$ cat config.mk
export PLATFORM = sky130hd
export DESIGN_NAME = adoc_top
export DESIGN_NICKNAME = d
export VERILOG_FILES = /design/src/verilog/adoc_top.v
export VERILOG_INCLUDE_DIRS = /design/src /design/src/verilog
export SDC_FILE = /design/constraint.sdc
export NUM_CORES = 1
export LEC_CHECK = 0
export BUFFER_PORTS_ARGS = -buffer_cell sky130_fd_sc_hd__buf_4
export CAP_MARGIN = 0
export CORE_ASPECT_RATIO = 1.25
export CORE_MARGIN = 2
export CORE_UTILIZATION = 33
export CTS_CLUSTER_SIZE = 8
export DETAILED_ROUTE_END_ITERATION = 6
export SYNTH_ARGS = -nofsm -noshare
export SYNTH_HDL_FRONTEND = slang
export SYNTH_SLANG_ARGS = --single-unit
$ cat constraint.sdc
create_clock -name CLK -period 26.3 [get_ports CLK]
set_clock_uncertainty 0.1 [all_clocks]
set_input_delay 6.575 -clock CLK [delete_from_list [all_inputs] [get_ports CLK]]
set_output_delay 6.575 -clock CLK [all_outputs]
set_load 0.02 [all_outputs]
$ cat src/verilog/adoc_map.vh
// Register offsets, field positions and timing constants of the output control
`ifndef ADOC_MAP_VH
`define ADOC_MAP_VH
`define ADOC_REG_CTRL 8'h00
`define ADOC_REG_STAT 8'h04
`define ADOC_REG_MASK 8'h08
`define ADOC_REG_WORD 8'h0C
`define ADOC_CTRL_PDN 0
`define ADOC_CTRL_DLL_OFF 1
`define ADOC_CTRL_RST 2'h0
`define ADOC_MASK_RST 2'h0
`define ADOC_EV_OVR 0
`define ADOC_EV_SLOW 1
`define ADOC_POS_OB 14'h3FFF
`define ADOC_POS_TC 14'h1FFF
`define ADOC_NEG_OB 14'h0000
`define ADOC_NEG_TC 14'h2000
`define ADOC_MSB_FLIP 14'h2000
`define ADOC_LAT_HALF 6'h23
`define ADOC_SLOW_NS 500
`define ADOC_CLK_NS 10
`define ADOC_RST_US 2
`define ADOC_RESP_OKAY 2'h0
`define ADOC_RESP_DECERR 2'h3
`endif

$ cat src/verilog/adoc_top.v
// Digital output control of a 14-bit pipeline converter with AXI4-Lite registers
//
// Added by the designer: the placing of the registers and register access over AXI4-Lite.
`timescale 1ns/100ps
// Behaviour
// RULE_01: Each sample leaves as a 14-bit word, msb on top output, lsb bottom.
// RULE_02: Out-of-range flag is one whenever word sits at either full-scale limit.
// RULE_03: Two strap bits pick offset binary or two's complement and clock polarity.
// RULE_04: Outputs driven while output enable is high, released when it is low.
// RULE_05: Positive overdrive gives 3FFF offset binary or 1FFF two's complement.
// RULE_06: Negative overdrive gives 0000 offset binary or 2000 two's complement.
// RULE_07: Software power-down bit releases outputs; only reference kept running.
// RULE_08: Sample clock absent or below 2 MSPS may put the device in power-down; code powers down only after 500 ns without an edge, i.e. below 1 MSPS.
// RULE_09: Controller must select DLL-off mode before running below 60 MSPS.
// RULE_10: Capture logic using sample clock delays it by tD for setup and hold.
// RULE_11: Each conversion starts on the falling edge of the sample clock.
// RULE_12: A sample reaches the outputs 17.5 sample clock cycles after sampling.
// RULE_13: Reset pulse of 2 us clears registers, converter and drives outputs low; code releases the outputs while reset is high.
// RULE_14: Word and flag update once per sample; ready clock toggles per sample.
`include "adoc_map.vh"
module adoc_top #(
  parameter SLOW_CYC = `ADOC_SLOW_NS / `ADOC_CLK_NS,
  parameter DEPTH = 64
) (
  input wire CLK,
  input wire SYS_RST,
  input wire SAMPLE_CLK,
  input wire [13:0] CORE_CODE,
  input wire CORE_OVER_POS,
  input wire CORE_OVER_NEG,
  input wire [1:0] FORMAT_POLARITY_STRAP,
  input wire OUT_ENABLE,
  output wire [13:0] SAMPLE_WORD,
  output wire [13:0] SAMPLE_WORD_OE,
  output wire OUT_OF_RANGE_FLAG,
  output wire OUT_OF_RANGE_FLAG_OE,
  output wire DATA_READY_CLOCK,
  output wire DATA_READY_CLOCK_OE,
  output wire POWERED_DOWN,
  output wire DLL_OFF,
  output wire IRQ,
  input wire [7:0] S_AXI_AWADDR,
  input wire S_AXI_AWVALID,
  output wire S_AXI_AWREADY,
  input wire [31:0] S_AXI_WDATA,
  input wire [3:0] S_AXI_WSTRB,
  input wire S_AXI_WVALID,
  output wire S_AXI_WREADY,
  output wire [1:0] S_AXI_BRESP,
  output wire S_AXI_BVALID,
  input wire S_AXI_BREADY,
  input wire [7:0] S_AXI_ARADDR,
  input wire S_AXI_ARVALID,
  output wire S_AXI_ARREADY,
  output wire [31:0] S_AXI_RDATA,
  output wire [1:0] S_AXI_RRESP,
  output wire S_AXI_RVALID,
  input wire S_AXI_RREADY
);

////////////////////////////////////////////////////////////////////////////////
// Input synchronisers
reg [2:0] sclk_ff;
reg [13:0] code_s1_ff;
reg [13:0] code_s2_ff;
reg [1:0] ovr_s1_ff;
reg [1:0] ovr_s2_ff;
reg [1:0] dfs_s1_ff;
reg [1:0] dfs_s2_ff;
reg [1:0] oe_sync_ff;
wire sclk_fall;
wire sclk_rise;

always @(posedge CLK) begin
  if (SYS_RST) begin
    sclk_ff <= 3'h0;
    code_s1_ff <= 14'h0000;
    code_s2_ff <= 14'h0000;
    ovr_s1_ff <= 2'h0;
    ovr_s2_ff <= 2'h0;
    dfs_s1_ff <= 2'h0;
    dfs_s2_ff <= 2'h0;
    oe_sync_ff <= 2'h0;
  end else begin
    sclk_ff <= {sclk_ff[1:0], SAMPLE_CLK};
    code_s1_ff <= CORE_CODE;
    code_s2_ff <= code_s1_ff;
    ovr_s1_ff <= {CORE_OVER_NEG, CORE_OVER_POS};
    ovr_s2_ff <= ovr_s1_ff;
    dfs_s1_ff <= FORMAT_POLARITY_STRAP;
    dfs_s2_ff <= dfs_s1_ff;
    oe_sync_ff <= {oe_sync_ff[0], OUT_ENABLE};
  end
end

assign sclk_fall = sclk_ff[2] & ~sclk_ff[1];
assign sclk_rise = ~sclk_ff[2] & sclk_ff[1];

////////////////////////////////////////////////////////////////////////////////
// Control registers
reg pdn_ff;
reg dll_off_ff;
reg [1:0] stat_ff;
reg [1:0] mask_ff;
reg [13:0] word_ff;
reg ovr_ff;
reg drdy_ff;
reg slow_ff;

////////////////////////////////////////////////////////////////////////////////
// Sample clock watchdog
reg [15:0] idle_cnt_ff;
wire [15:0] nxt_idle_cnt;

assign nxt_idle_cnt = (sclk_fall | sclk_rise) ? 16'h0000 :
  ((idle_cnt_ff == SLOW_CYC[15:0]) ? idle_cnt_ff : idle_cnt_ff + 16'h0001);

always @(posedge CLK) begin
  if (SYS_RST) begin
    idle_cnt_ff <= 16'h0000;
    slow_ff <= 1'b0;
  end else begin
    idle_cnt_ff <= nxt_idle_cnt;
    slow_ff <= (nxt_idle_cnt == SLOW_CYC[15:0]); // RULE_08
  end
end

////////////////////////////////////////////////////////////////////////////////
// Coding and overdrive
reg [13:0] coded;

always @* begin
  if (ovr_s2_ff[0]) begin
    coded = dfs_s2_ff[0] ? `ADOC_POS_TC : `ADOC_POS_OB; // RULE_05
  end else if (ovr_s2_ff[1]) begin
    coded = dfs_s2_ff[0] ? `ADOC_NEG_TC : `ADOC_NEG_OB; // RULE_06
  end else if (dfs_s2_ff[0]) begin
    coded = code_s2_ff ^ `ADOC_MSB_FLIP; // RULE_03
  end else begin
    coded = code_s2_ff;
  end
end

////////////////////////////////////////////////////////////////////////////////
// Pipeline of half sample clock cycles
reg [13:0] pipe_code_ff [0:DEPTH-1];
reg [DEPTH-1:0] pipe_ovr_ff;
reg [5:0] half_cnt_ff;
wire half_step;

assign half_step = sclk_fall | sclk_rise; // RULE_12

genvar gi;
generate
  for (gi = 0; gi < DEPTH; gi = gi + 1) begin : g_pipe
    if (gi == 0) begin : g_head
      // First stage takes a sample on each synced falling edge
      always @(posedge CLK) begin
        if (SYS_RST) begin
          pipe_code_ff[gi] <= 14'h0000;
          pipe_ovr_ff[gi] <= 1'b0;
        end else if (sclk_fall) begin
          pipe_code_ff[gi] <= coded; // RULE_11
          pipe_ovr_ff[gi] <= (ovr_s2_ff != 2'h0);
        end
      end
    end else begin : g_tail
      // Later stages move on every half sample clock cycle
      always @(posedge CLK) begin
        if (SYS_RST) begin
          pipe_code_ff[gi] <= 14'h0000;
          pipe_ovr_ff[gi] <= 1'b0;
        end else if (half_step) begin
          pipe_code_ff[gi] <= pipe_code_ff[gi-1];
          pipe_ovr_ff[gi] <= pipe_ovr_ff[gi-1];
        end
      end
    end
  end
endgenerate

always @(posedge CLK) begin
  if (SYS_RST) begin
    half_cnt_ff <= 6'h00;
  end else if (half_step && half_cnt_ff != `ADOC_LAT_HALF) begin
    half_cnt_ff <= half_cnt_ff + 6'h01;
  end
end

////////////////////////////////////////////////////////////////////////////////
// Output word, flag and ready clock
wire [13:0] lat_code;
wire lat_ovr;
wire at_limit;

assign lat_code = pipe_code_ff[`ADOC_LAT_HALF - 6'h01];
assign lat_ovr = pipe_ovr_ff[`ADOC_LAT_HALF - 6'h01];
assign at_limit = dfs_s2_ff[0] ?
  (lat_code == `ADOC_POS_TC || lat_code == `ADOC_NEG_TC) :
  (lat_code == `ADOC_POS_OB || lat_code == `ADOC_NEG_OB);

always @(posedge CLK) begin
  if (SYS_RST) begin
    word_ff <= 14'h0000; // RULE_13
    ovr_ff <= 1'b0;
    drdy_ff <= 1'b0;
  end else if (slow_ff || pdn_ff) begin
    drdy_ff <= dfs_s2_ff[1];
  end else if (sclk_rise && half_cnt_ff == `ADOC_LAT_HALF) begin
    word_ff <= lat_code; // RULE_01
    ovr_ff <= lat_ovr | at_limit; // RULE_02
    drdy_ff <= ~dfs_s2_ff[1]; // RULE_14
  end else if (sclk_fall) begin
    drdy_ff <= dfs_s2_ff[1]; // RULE_03
  end
end

wire drive_en;

assign drive_en = oe_sync_ff[1] & ~pdn_ff; // RULE_04 RULE_07
assign SAMPLE_WORD = word_ff;
assign SAMPLE_WORD_OE = {14{drive_en}};
assign OUT_OF_RANGE_FLAG = ovr_ff;
assign OUT_OF_RANGE_FLAG_OE = drive_en;
assign DATA_READY_CLOCK = drdy_ff;
assign DATA_READY_CLOCK_OE = drive_en;
assign POWERED_DOWN = pdn_ff | slow_ff; // RULE_08
assign DLL_OFF = dll_off_ff; // RULE_09

////////////////////////////////////////////////////////////////////////////////
// AXI4-Lite slave
reg aw_got_ff;
reg w_got_ff;
reg [7:0] awaddr_ff;
reg [31:0] wdata_ff;
reg [3:0] wstrb_ff;
reg bvalid_ff;
reg [1:0] bresp_ff;
reg rvalid_ff;
reg [31:0] rdata_ff;
reg [1:0] rresp_ff;
wire do_write;
wire do_read;
wire stat_rd;
wire [1:0] ev;

assign S_AXI_AWREADY = ~aw_got_ff & ~bvalid_ff;
assign S_AXI_WREADY = ~w_got_ff & ~bvalid_ff;
assign do_write = aw_got_ff & w_got_ff & ~bvalid_ff;
assign S_AXI_ARREADY = ~rvalid_ff;
assign do_read = S_AXI_ARVALID & ~rvalid_ff;
assign stat_rd = do_read && S_AXI_ARADDR == `ADOC_REG_STAT;
assign ev[`ADOC_EV_OVR] = sclk_rise && half_cnt_ff == `ADOC_LAT_HALF &&
  (lat_ovr | at_limit) && !slow_ff && !pdn_ff;
assign ev[`ADOC_EV_SLOW] = slow_ff;

always @(posedge CLK) begin
  if (SYS_RST) begin
    aw_got_ff <= 1'b0;
    w_got_ff <= 1'b0;
    awaddr_ff <= 8'h00;
    wdata_ff <= 32'h00000000;
    wstrb_ff <= 4'h0;
    bvalid_ff <= 1'b0;
    bresp_ff <= `ADOC_RESP_OKAY;
    {dll_off_ff, pdn_ff} <= `ADOC_CTRL_RST; // RULE_13
    mask_ff <= `ADOC_MASK_RST;
  end else begin
    if (S_AXI_AWVALID && S_AXI_AWREADY) begin
      aw_got_ff <= 1'b1;
      awaddr_ff <= S_AXI_AWADDR;
    end
    if (S_AXI_WVALID && S_AXI_WREADY) begin
      w_got_ff <= 1'b1;
      wdata_ff <= S_AXI_WDATA;
      wstrb_ff <= S_AXI_WSTRB;
    end
    if (do_write) begin
      aw_got_ff <= 1'b0;
      w_got_ff <= 1'b0;
      bvalid_ff <= 1'b1;
      bresp_ff <= `ADOC_RESP_OKAY;
      if (awaddr_ff == `ADOC_REG_CTRL) begin
        if (wstrb_ff[0]) begin
          pdn_ff <= wdata_ff[`ADOC_CTRL_PDN]; // RULE_07
          dll_off_ff <= wdata_ff[`ADOC_CTRL_DLL_OFF];
        end
      end else if (awaddr_ff == `ADOC_REG_MASK) begin
        if (wstrb_ff[0]) begin
          mask_ff <= wdata_ff[1:0];
        end
      end else if (awaddr_ff != `ADOC_REG_STAT &&
          awaddr_ff != `ADOC_REG_WORD) begin
        bresp_ff <= `ADOC_RESP_DECERR;
      end
    end else if (bvalid_ff && S_AXI_BREADY) begin
      bvalid_ff <= 1'b0;
    end
  end
end

always @(posedge CLK) begin
  if (SYS_RST) begin
    rvalid_ff <= 1'b0;
    rdata_ff <= 32'h00000000;
    rresp_ff <= `ADOC_RESP_OKAY;
    stat_ff <= 2'h0;
  end else begin
    stat_ff <= (stat_rd ? 2'h0 : stat_ff) | ev;
    if (do_read) begin
      rvalid_ff <= 1'b1;
      rresp_ff <= `ADOC_RESP_OKAY;
      case (S_AXI_ARADDR)
        `ADOC_REG_CTRL: begin
          rdata_ff <= {30'h00000000, dll_off_ff, pdn_ff};
        end
        `ADOC_REG_STAT: begin
          rdata_ff <= {30'h00000000, stat_ff};
        end
        `ADOC_REG_MASK: begin
          rdata_ff <= {30'h00000000, mask_ff};
        end
        `ADOC_REG_WORD: begin
          rdata_ff <= {17'h00000, ovr_ff, word_ff};
        end
        default: begin
          rdata_ff <= 32'h00000000;
          rresp_ff <= `ADOC_RESP_DECERR;
        end
      endcase
    end else if (rvalid_ff && S_AXI_RREADY) begin
      rvalid_ff <= 1'b0;
    end
  end
end

assign S_AXI_BVALID = bvalid_ff;
assign S_AXI_BRESP = bresp_ff;
assign S_AXI_RVALID = rvalid_ff;
assign S_AXI_RDATA = rdata_ff;
assign S_AXI_RRESP = rresp_ff;
assign IRQ = |(stat_ff & mask_ff);

endmodule
Word-level counts from Yosys, hierarchy flattened
Memory sizes are Yosys's and may differ from the RTL's.
Index checks and enable logic that the tools add are counted.

word-level totals
  register bits after elaboration = 172
  memory bits (writable) = 896
  output and inout port bits = 76
  word-level logic and storage cells = 289
  memories kept = 1

operators by class
  add/sub/neg operators = 2
  equal/unequal tests = 13
  muxes and demuxes = 93
  bitwise logic cells = 88
  reductions and logical operators = 29

memory list
  name          depth  bits a word  rd ports  clocked after Yosys merged registers in  write ports  line            RTL
  pipe_code_ff  64     14           63        0                                        64           adoc_top.v:146  reg [13:0] pipe_code_ff [0:DEPTH-1];

operators with widths
  operator                                               count
  two-way mux 14 bit                                     69
  OR 1 bit                                               67
  case mux 15 bit (4 select lines)                       1
  == test 16 x 6 -> 1 bit, second input constant         2
  two-way mux 16 bit                                     2
  == test 14 bit, second input constant                  2
  == test 8 x 4 -> 1 bit, second input constant          3
  adder 16 x 1 -> 16 bit, second input constant          1
  logical NOT 8 bit                                      2
  two-way mux 1 bit                                      16
  == test 14 x 13 -> 1 bit, second input constant        1
  logical NOT 14 bit                                     1
  logical AND 1 bit                                      11
  NOT 1 bit                                              11
  two-way mux 2 bit                                      5
  AND 1 bit                                              8
  == test 8 x 3 -> 1 bit, second input constant          1
  inequality test 8 x 3 -> 1 bit, second input constant  1
  inequality test 8 x 4 -> 1 bit, second input constant  1
  adder 6 x 1 -> 6 bit, second input constant            1
  == test 6 bit, second input constant                   1
  inequality test 6 bit, second input constant           1
  nonzero test 2 bit                                     3
  AND reduction 4 bit                                    1
  other kinds (9)                                        13

Depth between registers and ports, before layout
An unclocked memory read counts as a cell.

  depth in word-level cells = 9
  mapped depth = 8
  depth with buffers taken out = 7

Least setup slack after synthesis
Ideal clock, no wire load.

  kind = input-to-reg
  start = input SYS_RST
  end = memory pipe_code_ff[7][2], in the netlist pipe_code_ff[0][100] (enable)
  setup time = 1.025 ns
  data arrival time = 19.781 ns
  data required time = 25.175 ns
  path slack = 5.393 ns
  stages = 3
  path buffers = 1
  path through = inv_1 nand2_1 clkbuf_1

RTL lines
  what                line            RTL
  start: declaration  adoc_top.v:26   input wire SYS_RST,
  end: declaration    adoc_top.v:146

==> impl_metrics.tcl <==
set metrics [dict create \
    run_status "finished, final reports clean" \
    synth_top_area_share 0.614 \
    report.final.slew_viol_count 0 \
    use_met3 0.0269 \
    synth_area_um2 24000 \
    maxCapViolations 0 \
    finalHoldViolCount 0 \
    whs_path_depth 1 \
    synthTopCellsByArea "edfxtp_1, dfxtp_1, and2_1" \
    post-synth-top-count-cell "edfxtp_1" \
    synthArstFlopShare 0 \
    cpMostUsedCell "buf_4" \
    slew_headroom 0.194 \
    crit_fanout 200 \
    synth_common_cells "edfxtp_1, and2_1, dfxtp_1" \
    top_usage_layer "met2" \
    rrSetupSlack_ns 22.39 \
    worstReg2RegEnd "pipe_code_ff[0][367]" \
    die_x_um 245 \
    fp.coreArea_um2 72000 \
    fin_crit_sh 0.378 \
    hp-start "dfs_s1_ff[1]" \
    worst_ir_drop_vdd_mv 0.0600 \
    dr.pass1.iters 4 \
    yosys_warnings 0 \
    fin_total_pwr_w 0.00226 \
    antenna_found_initial 0 \
    worst-r2r-cell-count 6 \
    n_antenna_cell 0 \
    synth.largest_area_cell "edfxtp_1" \
    clk_latency_ns 0.62 \
    wl_per_cell_um 13.0 \
    min_to "dfs_s2_ff[1]" \
    hp-class "register to register" \
    grt_pass1_wl_um 60800 \
    antenna_left 0 \
    synth_seq_cells 643 \
    drive_above_1_share 0.120 \
    grt_pass1_vias 12081 \
    place_congestion 0.829 \
    start_util 0.333 \
    hold_buffers 0 \
    worstPathRequired_ns 26.42 \
    clk_pin_slew_ns 0.05 \
    grt.total_usage 0.0976 \
    critical-path-max-stage-delay_ns 0.87 \
    fill_cells 6715 \
    grt_start_max_net_pins 201 \
    cts_buffers 90 \
    dpl.hpwl_um 19600 \
    synth_cell_types 47 \
    clock-sinks 643 \
    worstSetupPathType "input pin to register" \
    row_count 110 \
    cp_cell_sequence "buf_4 -> inv_1 -> nand2_4 -> buf_12 -> buf_4" \
    areaGrowthSynthToFinish_pct 16.8 \
    fin_nets 1875 \
    drc 0 \
    ys_seq_area_frac 0.742 \
    post_cts_buffers 0 \
    leakagePower_nw 10.7 \
    cp-end-kind "register" \
    rsz0062_at_grt "no" \
    cts_resized 0 \
    grtUsageMet2 0.150 \
    cp-start-kind "input pin" \
    clock_path_buffers 3 \
    drtIter0Drc 917 \
    syn_inst 1692 \
    finalSetupViolations 0 \
    setup-tns-final_ns 0 \
    h-tree-depth 3 \
    die_h_um 305 \
    fin_crit_ns 9.93 \
    clock-root-buffer "clkbuf_16" \
    gr-total-overflow 0 \
    synth_area_per_cell_um2 14.2 \
    cts_tree "yes" \
    die_area_um2 74800 \
    pin_count 155 \
    synth_top_flop_cell "edfxtp_1" \
    port_buffers 104 \
    p_per_area_nw_per_um2 80.9 \
    max_freq_mhz 101 \
    reg2reg_from "sclk_ff[1]" \
    viasPerCell 4.36 \
    grtUsageMet1 0.128 \
    crit_arrival_ns 10.05 \
    slowest_stage "buf_4" \
    worst_pin_slew_ns 1.21 \
    num_vias 12155 \
    totalWireLength_um 36200 \
    synth_edf_count 490 \
]
==> registers in the layout, indices dropped and copies added (netlist names), 2 cells and up <==
signal	count
sclk_ff	3
pipe_code_ff	490
dfs_s2_ff	2
stat_ff	2
pipe_ovr_ff	34
oe_sync_ff	2
idle_cnt_ff	16
awaddr_ff	8
code_s2_ff	14
wdata_ff	2
code_s1_ff	14
half_cnt_ff	6
SAMPLE_WORD	14
ovr_s2_ff	2
ovr_s1_ff	2
S_AXI_RDATA	15
dfs_s1_ff	2
mask_ff	2
==> report_power, final <==
group	internal (W)	switching (W)	total, W
Sequential	0.00115	0.0000139	0.00117
Clock	0.000628	0.000397	0.00103
Combinational	0.0000223	0.0000499	0.0000722
==> worst max-delay path by stage <==
stage / startpoint / end
2_1_floorplan: SYS_RST / pipe_code_ff[0][100]
3_3_place_gp: SYS_RST / pipe_code_ff[0][47]
4_1_cts: SYS_RST / pipe_code_ff[0][47]
6_report: SYS_RST / pipe_code_ff[0][47]
3_5_place_dp: SYS_RST / pipe_code_ff[0][47]
5_1_grt: SYS_RST / pipe_code_ff[0][47]
==> worst max-delay path, delay by kind of cell <==
family	cells	cell delay [ns]
buffers and inverters	4	2.62
AND/OR/NAND/NOR	1	0.69
==> layout make-up <==
| type | count | area (um2) | area share |
|---|---|---|---|
| inverter | 12 | 45.0 | 0.00161 |
| clock inverter | 7 | 80.1 | 0.00286 |
| sequential | 643 | 17800 | 0.635 |
| multi-input combinational | 930 | 5620 | 0.201 |
| tap | 952 | 1190 | 0.0425 |
| clock buffer | 129 | 2420 | 0.0864 |
| timing repair buffer | 114 | 868 | 0.0310 |
==> cells in the final DEF (no fill, tap or decap), types with 6 or more instances in the layout <==
master and count:
a21oi_1 47, a22oi_1 15, and2_1 478, buf_4 113, clkbuf_1 38, clkbuf_16 91
conb_1 17, dfxtp_1 153, edfxtp_1 490, inv_1 12, mux2i_1 42, nand2_1 65
nand3_1 6, nand4_1 10, nor2_1 108, nor2b_1 45, nor3_1 10, nor4_1 7
o21ai_0 9, xnor2_1 10, xor2_1 11
==> layer usage <==
metal  share of wire  vias up  wire (um)
li1                -     5966          -
met4           0.034        0       1240
met5               0        -          0
met1            0.46     5872      16800
met3           0.047       92       1710
met2            0.45      225      16500
==> kinds of logic after synthesis <==
family | Yosys count | synth area share
other | 1 | 0.000156
flip-flops | 643 | 0.742
XOR/XNOR | 21 | 0.00767
multiplexers | 44 | 0.0194
buffers and inverters | 135 | 0.0271
AO/OA/AOI/OAI | 85 | 0.0209
adder cells (fa/ha/maj) | 5 | 0.00261
AND/OR/NAND/NOR | 758 | 0.181
==> stage by stage <==
step / hold WS [ns] / setup slack, ns / cell area [um2] / std cells / util
after floorplan: 0.314 / 5.39 / 24000 / 1708 / -
after global placement: 0.321 / 15.73 / 25500 / 2651 / 0.354
after detailed placement: 0.324 / 15.61 / 25500 / 2651 / 0.354
after CTS: 0.338 / 16.26 / 28000 / 2787 / 0.389
after global routing: 0.358 / 15.98 / 28000 / 2787 / 0.389
final: 0.333 / 16.37 / 28000 / 2787 / 0.389
(Power assumes the default switching activity.)
